## config.mk

```make
export PLATFORM = sky130hd
export DESIGN_NAME = ecr_regs
export DESIGN_NICKNAME = d
export VERILOG_FILES = /design/src/include/ecr_pkg.sv /design/src/logic/ecr_sync.sv /design/src/logic/ecr_regs.sv
export SDC_FILE = /design/constraint.sdc
export NUM_CORES = 1
export LEC_CHECK = 0
export ABC_AREA = 1
export BUFFER_PORTS_ARGS = -buffer_cell sky130_fd_sc_hd__buf_2
export CORE_UTILIZATION = 51
export CTS_CLUSTER_DIAMETER = 30
export DETAILED_ROUTE_END_ITERATION = 10
export HOLD_SLACK_MARGIN = 0.05
export PLACE_DENSITY_LB_ADDON = 0.3
export SLEW_MARGIN = 20
export SYNTH_ARGS = -nofsm -noshare
export SYNTH_HDL_FRONTEND = slang
export SYNTH_SLANG_ARGS = --single-unit
```

## constraint.sdc

```tcl
create_clock -name clk -period 5.1 [get_ports clk]
set_input_delay 0.51 -clock clk [delete_from_list [all_inputs] [get_ports clk]]
set_output_delay 0.51 -clock clk [all_outputs]
set_load 0.03 [all_outputs]
```

## src/include/ecr_pkg.sv

```systemverilog
// constants for the dual echo canceller control register bank
// assumes a serial microport host and one 40 MHz core clock
`default_nettype none

package ecr_pkg;
    // register offsets, six address bits, index 0 = canceller A, 1 = canceller B
    localparam logic [5:0] OFF_ONE_A = 6'h00;
    localparam logic [5:0] OFF_TWO_A = 6'h01;
    localparam logic [5:0] OFF_ONE_B = 6'h20;
    localparam logic [5:0] OFF_TWO_B = 6'h21;
    // first control register fields
    localparam int BIT_SOFT_RESET = 7;
    localparam int BIT_NOISE_INSERTION_OFF = 6;
    localparam int BIT_BACK_TO_BACK = 5;
    localparam int BIT_ATTENUATOR = 4;
    localparam int BIT_BYPASS = 3;
    localparam int BIT_ADAPTATION_OFF = 2;
    localparam int BIT_CHAINING = 0;
    // bit 1 is fixed zero, bit 7 is never stored
    localparam logic [7:0] CFG_ONE_WMASK = 8'h7D;
    // second control register fields
    localparam int BIT_TONE_DISABLE_OFF = 7;
    localparam int BIT_PHASE_CHECK_OFF = 6;
    localparam int BIT_NONLINEAR_OFF = 5;
    localparam int BIT_AUTO_TONE = 4;
    localparam int BIT_NARROWBAND_OFF = 3;
    localparam int BIT_OFFSET_FILTER_OFF = 2;
    localparam int BIT_SEND_MUTE = 1;
    localparam int BIT_RECEIVE_MUTE = 0;
    localparam logic [7:0] CFG_TWO_WMASK = 8'hFF;
    // values after reset and for reads of unmapped offsets
    localparam logic [7:0] CFG_RESET = 8'h00;
    localparam logic [7:0] READ_UNMAPPED = 8'h00;
    // serial frame: command byte then data byte, eight bits each
    localparam logic [3:0] BYTE_LAST_BIT = 4'h7;
    localparam logic [3:0] BIT_COUNT_RESET = 4'h0;
    localparam int CMD_BIT_READ = 0;
    // serial port states
    typedef enum logic [1:0] {
        ST_IDLE,
        ST_CMD,
        ST_DATA,
        ST_DONE
    } ecr_state_e;
endpackage : ecr_pkg

`default_nettype wire

```

## src/logic/ecr_sync.sv

```systemverilog
// two flip-flop synchroniser for pins entering the core clock domain
// assumes pins are asynchronous to clk; reset value is zero
`default_nettype none

module ecr_sync #(
    parameter int W = 1
) (
    input wire logic clk,
    input wire logic arst_n,
    input wire logic [W-1:0] asyncIn,
    output logic [W-1:0] syncOut_ff
);
    logic [W-1:0] meta_ff;

    // first stage feeds only the second stage
    always_ff @(posedge clk or negedge arst_n) begin
        if (!arst_n) begin
            meta_ff <= '0;
            syncOut_ff <= '0;
        end else begin
            meta_ff <= asyncIn;
            syncOut_ff <= meta_ff;
        end
    end
endmodule : ecr_sync

`default_nettype wire

```

## src/logic/ecr_regs.sv

```systemverilog
// control register bank of a dual echo canceller behind a serial microport
// assumes sclk, cs and data pins are asynchronous and much slower than clk;
// tone inputs come from the datapath on clk
`default_nettype none

module ecr_regs
    import ecr_pkg::*;
(
    input wire logic clk,
    input wire logic arst_n,
    input wire logic sclkPin,
    input wire logic csPin_n,
    input wire logic sdiPin,
    output logic sdoPin,
    output logic sdoOe,
    input wire logic [1:0] tonePlain,
    input wire logic [1:0] tonePhaseRev,
    output logic [1:0][7:0] cfgOne,
    output logic [1:0][7:0] cfgTwo,
    output logic chainEnable,
    output logic [1:0] offsetFilterBypass,
    output logic [1:0] receiveOutputMute,
    output logic [1:0] sendOutputMute,
    output logic [1:0] tonePresentFlag,
    output logic [1:0] gatedToneFlag
);
    logic [2:0] pinSync;
    logic sclkPrev_ff;
    ecr_state_e state_ff;
    ecr_state_e nxt_state;
    logic [3:0] bitCnt_ff;
    logic [7:0] cmd_ff;
    logic [7:0] rxData_ff;
    logic [7:0] txShift_ff;
    logic sdo_ff;
    logic sdoOe_ff;
    logic [1:0][7:0] cfgOne_ff;
    logic [1:0][7:0] cfgTwo_ff;
    logic chain_ff;
    logic [1:0] filterBypass_ff;
    logic [1:0] rxMute_ff;
    logic [1:0] txMute_ff;
    logic [1:0] tonePresent_ff;
    logic [1:0] gatedTone_ff;

    // pins pass two flip-flops before any logic reads them
    ecr_sync #(.W(3)) u_pinSync (
        .clk(clk),
        .arst_n(arst_n),
        .asyncIn({sdiPin, csPin_n, sclkPin}),
        .syncOut_ff(pinSync)
    );

    // edge detection on the synchronised serial clock
    wire sclkS = pinSync[0];
    wire csS_n = pinSync[1];
    wire sdiS = pinSync[2];
    wire sclkRise = sclkS & ~sclkPrev_ff & ~csS_n;
    wire sclkFall = ~sclkS & sclkPrev_ff & ~csS_n;
    wire lastBit = (bitCnt_ff == BYTE_LAST_BIT);

    // bits arrive lsb first: read flag, six address bits, one unused bit
    wire [7:0] cmdShift = {sdiS, cmd_ff[7:1]};
    wire [7:0] dataShift = {sdiS, rxData_ff[7:1]};
    wire [5:0] rdAddr = cmdShift[6:1];
    wire [5:0] wrAddr = cmd_ff[6:1];
    wire cmdDone = sclkRise && (state_ff == ST_CMD) && lastBit;
    wire dataDone = sclkRise && (state_ff == ST_DATA) && lastBit;
    wire isRead = cmd_ff[CMD_BIT_READ];
    wire wrStrobe = dataDone && !isRead;

    // address decode for the four registers
    wire [1:0] hitOne = {wrAddr == OFF_ONE_B, wrAddr == OFF_ONE_A};
    wire [1:0] hitTwo = {wrAddr == OFF_TWO_B, wrAddr == OFF_TWO_A};
    wire softReset = wrStrobe && (|hitOne) && dataShift[BIT_SOFT_RESET];

    // read data selected when the command byte completes
    wire [7:0] rdData = (rdAddr == OFF_ONE_A) ? cfgOne_ff[0] :
                        (rdAddr == OFF_TWO_A) ? cfgTwo_ff[0] :
                        (rdAddr == OFF_ONE_B) ? cfgOne_ff[1] :
                        (rdAddr == OFF_TWO_B) ? cfgTwo_ff[1] : READ_UNMAPPED;

    // frame sequencing; a rising chip select aborts any frame
    always_comb begin
        nxt_state = state_ff;
        case (state_ff)
            ST_IDLE: begin
                if (!csS_n) begin
                    nxt_state = ST_CMD;
                end
            end
            ST_CMD: begin
                if (csS_n) begin
                    nxt_state = ST_IDLE;
                end else if (cmdDone) begin
                    nxt_state = ST_DATA;
                end
            end
            ST_DATA: begin
                if (csS_n) begin
                    nxt_state = ST_IDLE;
                end else if (dataDone) begin
                    nxt_state = ST_DONE;
                end
            end
            ST_DONE: begin
                if (csS_n) begin
                    nxt_state = ST_IDLE;
                end
            end
            default: begin
                nxt_state = ST_IDLE;
            end
        endcase
    end

    // serial shifters; sdo changes on falling sclk for a read
    always_ff @(posedge clk or negedge arst_n) begin
        if (!arst_n) begin
            state_ff <= ST_IDLE;
            sclkPrev_ff <= 1'b0;
            bitCnt_ff <= BIT_COUNT_RESET;
            cmd_ff <= 8'h00;
            rxData_ff <= 8'h00;
            txShift_ff <= 8'h00;
            sdo_ff <= 1'b0;
            sdoOe_ff <= 1'b0;
        end else begin
            state_ff <= nxt_state;
            sclkPrev_ff <= sclkS;
            if (nxt_state != state_ff) begin
                bitCnt_ff <= BIT_COUNT_RESET;
            end else if (sclkRise) begin
                bitCnt_ff <= bitCnt_ff + 4'h1;
            end
            if (sclkRise && state_ff == ST_CMD) begin
                cmd_ff <= cmdShift;
            end
            if (sclkRise && state_ff == ST_DATA) begin
                rxData_ff <= dataShift;
            end
            if (cmdDone) begin
                txShift_ff <= rdData;
            end else if (sclkFall && state_ff == ST_DATA) begin
                txShift_ff <= {1'b0, txShift_ff[7:1]};
            end
            if (sclkFall && state_ff == ST_DATA) begin
                sdo_ff <= txShift_ff[0];
            end
            sdoOe_ff <= (state_ff == ST_DATA) && isRead && !csS_n;
        end
    end

    // per canceller registers and their registered controls
    for (genvar i = 0; i < 2; i++) begin : g_canc
        always_ff @(posedge clk or negedge arst_n) begin
            if (!arst_n) begin
                cfgOne_ff[i] <= CFG_RESET;
                cfgTwo_ff[i] <= CFG_RESET;
            end else if (softReset) begin
                cfgOne_ff[i] <= CFG_RESET;
                cfgTwo_ff[i] <= CFG_RESET;
            end else if (wrStrobe) begin
                if (hitOne[i]) begin
                    cfgOne_ff[i] <= dataShift & CFG_ONE_WMASK;
                end
                if (hitTwo[i]) begin
                    cfgTwo_ff[i] <= dataShift & CFG_TWO_WMASK;
                end
            end
        end

        wire autoTone = cfgTwo_ff[i][BIT_AUTO_TONE];
        // qualification follows the phase check setting
        wire toneSeen = cfgTwo_ff[i][BIT_PHASE_CHECK_OFF] ?
                        (tonePlain[i] | tonePhaseRev[i]) : tonePhaseRev[i];

        always_ff @(posedge clk or negedge arst_n) begin
            if (!arst_n) begin
                filterBypass_ff[i] <= 1'b0;
                rxMute_ff[i] <= 1'b0;
                txMute_ff[i] <= 1'b0;
                tonePresent_ff[i] <= 1'b0;
                gatedTone_ff[i] <= 1'b0;
            end else begin
                filterBypass_ff[i] <= cfgTwo_ff[i][BIT_OFFSET_FILTER_OFF];
                rxMute_ff[i] <= cfgTwo_ff[i][BIT_RECEIVE_MUTE];
                txMute_ff[i] <= cfgTwo_ff[i][BIT_SEND_MUTE];
                tonePresent_ff[i] <= toneSeen;
                gatedTone_ff[i] <= autoTone & toneSeen;
            end
        end
    end

    // chaining only from canceller A's first register
    always_ff @(posedge clk or negedge arst_n) begin
        if (!arst_n) begin
            chain_ff <= 1'b0;
        end else begin
            chain_ff <= cfgOne_ff[0][BIT_CHAINING];
        end
    end

    // outputs straight from flip-flops
    assign sdoPin = sdo_ff;
    assign sdoOe = sdoOe_ff;
    assign cfgOne = cfgOne_ff;
    assign cfgTwo = cfgTwo_ff;
    assign chainEnable = chain_ff;
    assign offsetFilterBypass = filterBypass_ff;
    assign receiveOutputMute = rxMute_ff;
    assign sendOutputMute = txMute_ff;
    assign tonePresentFlag = tonePresent_ff;
    assign gatedToneFlag = gatedTone_ff;
endmodule : ecr_regs

`default_nettype wire

```

==> reports/results.ini <==
[sta]
slew_headroom=0.384
setup_violations=0
hold_viol_final=0
post-route-period-util=0.473
fmax_ghz=0.414
timing.hold.ws_ns=0.264
worst_pin_slew_ns=0.923
skew_ns=0.0118
layout_min_cycle_time_ns=2.41
finalSetupTns_ns=0
rsz0062_at_grt=no
final-max-slew-violation-count=0

[floorplan]
die_height_um=85.0
die_w_um=85.0
core_um2=6490
rows=29
io_pins=54
start_util=0.541
dieArea_um2=7220

[logic_synthesis]
ys.flop_type=dfrtp_1
async_flop_share=1.00
syn_inst=387
synth_area_um2=3510
ys_ff_latch=77
synth_top_cell_by_area=dfrtp_1
ys_types=35
synth_top_area_share=0.549
synth-edff-count=0
syn_area_per_cell_um2=9.07
seq_area_frac_synth=0.549
ys_warn_count=0
ys_top_cells_by_area=dfrtp_1 55%, nand2_1 13%, nand3_1 5.3%, nand4_1 4.5%, o2111ai_1 3.5%

[pwr]
leakage_nw=2.15
power_mw=1.37
p_clk_frac=0.374
power_per_cell_area_nw_per_um2=343
irDropWorstVdd_mv=0.232
swShare=0.290
switchingPower_mw=0.398
share_comb_of_total_power=0.146
seqPwrFrac=0.481
power.internal_mw=0.972

[drt]
final_antenna_net_count=0
drt_iter0_markers=307
wl_um=8110
wl_per_cell_um=15.7
via_per_inst=5.69
vias=2928
first_pass_iters=8
route.detailed.drc=2

[clock_network]
cts_setup_buffers=0
clock_sinks=77
cts_tree=done
cts_made_buffers=9
clk_pin_slew_ns=0.08
clk_latency_ns=0.35
cts_root_buf=clkbuf_8
cts_max_level=3
holdBufCountCts=0
clk_path_buf_depth=2
ctsResizeCount=0

[critical_path]
worst_ep_required_time_ns=5.33
crit_slowest_cell=nor2_2
path_class=reg -> reg
slowest_delay_ns=0.74
path_max_fanout=24
start_kind=flop
critPathCaptureType=flop
crit_arrival_ns=2.65
path_cells=ha_1, nand2_1, nor2_4, nand3_2, nor2_2, nand3_2, nand3_1, nand2_1

[finish]
nets=443
regArea_um2=1930
layout.cells.non_filler=515
final_cell_mix=118 x nand2_1, 77 x dfrtp_1, 48 x buf_2
drive_gt1_frac=0.208
multi_input_area_um2=1380
syn_to_final_growth_pct=13.6
layout_commonest_cell=nand2_1
num_antenna_cells=0
fillers=554

[global_route]
grt_start_max_net_pins=78
grt_overflow=0
antenna_found_initial=0
grt_pass1_wl_um=13700
grt_pass1_vias=2747
track_usage=0.249

[job]
cap_violations=0

[outcome]
violations=DRC
status=complete, but fails checks

[place]
port_buffers=49
gp_routability_congestion=0.851
place_inst=499
dpl.hpwl_um=5730

[min_path]
hold_path_class=in -> reg

-- state kept, by name (all words and copies together) (netlist names) --
signal                cells
cfgTwo                   16
bitCnt_ff                 4
receiveOutputMute         2
u_pinSync.meta_ff         3
offsetFilterBypass        2
gatedToneFlag             2
cmd_ff                    8
sendOutputMute            2
sdoOe                     1
cfgOne                   12
txShift_ff                8
sdoPin                    1
tonePresentFlag           2
sclkPrev_ff               1
chainEnable               1
state_ff                  2
u_pinSync.syncOut_ff      3
rxData_ff                 7
-- power groups by stage --
stage / clock, mW / combinational (mW) / sequential [mW]
2_1_floorplan: 0 / 0.158 / 0.661
3_3_place_gp: 0 / 0.193 / 0.669
3_5_place_dp: 0 / 0.198 / 0.670
4_1_cts: 0.521 / 0.199 / 0.658
5_1_grt: 0.543 / 0.223 / 0.662
6_report: 0.512 / 0.200 / 0.658
-- cell type report --
| type | instances | share of cell area |
|---|---|---|
| clock inverter | 4 | 0.0176 |
| timing repair buffer | 49 | 0.0621 |
| sequential | 77 | 0.483 |
| inverter | 31 | 0.0292 |
| tap | 77 | 0.0242 |
| clock buffer | 12 | 0.0389 |
| multi-input combinational | 265 | 0.345 |
-- metrics by stage --
stage	setup WS, ns	util	instance area (µm²)
after floorplan	3.48	-	3520
after global placement	2.90	0.579	3760
after detailed placement	2.74	0.579	3760
after CTS	2.75	0.614	3990
after global routing	2.51	0.614	3990
final	2.69	0.614	3990
-- per-layer routing --
| layer | global-route usage | part of all wire |
|---|---|---|
| met5 | 0 | 0 |
| met4 | 0.100 | 0.015 |
| met3 | 0.0418 | 0.058 |
| met2 | 0.402 | 0.49 |
| met1 | 0.338 | 0.44 |
-- path summary, 6_finish.rpt --
kind	start	to	slack, ns	cells past startpoint
min	sdiPin	u_pinSync.meta_ff[2]	0.26	1
min in group asynchronous	arst_n	sdoOe	0.30	1
max in group asynchronous	arst_n	txShift_ff[2]	4.20	1
max	bitCnt_ff[0]	cfgTwo[9]	2.69	8
max reg2reg	bitCnt_ff[0]	cfgTwo[9]	2.69	8
min reg2reg	u_pinSync.meta_ff[0]	u_pinSync.syncOut_ff[0]	0.35	0
-- cells in the mapped netlist (4+ instances only) --
| library cell | n |
|---|---|
| nand2_1 | 118 |
| dfrtp_1 | 77 |
| nand3_1 | 37 |
| nand4_1 | 25 |
| inv_1 | 21 |
| nor2_1 | 17 |
| o2111ai_1 | 14 |
| o21ai_0 | 12 |
| inv_2 | 9 |
| buf_4 | 6 |
| clkbuf_1 | 6 |
| nor2_2 | 5 |
| o211ai_1 | 5 |
| nand3_2 | 4 |
-- logic make-up after synthesis --
kind of cell / Yosys count / synth area share
AND/OR/NAND/NOR: 215 / 0.293
flip-flops: 77 / 0.549
buffers and inverters: 48 / 0.0624
AO/OA/AOI/OAI: 42 / 0.0837
XOR/XNOR: 3 / 0.00749
adder cells (fa/ha/maj): 1 / 0.00356
other: 1 / 0.00107
-- worst max-delay path: cells and delay by family, from the launching register on --
family / cells / cell delay [ns]
DFF: 1 / 0.40
adders and majority gates: 1 / 0.19
and+or+nand+nor: 7 / 1.71
No activity file was read; power rests on OpenSTA's default activity.
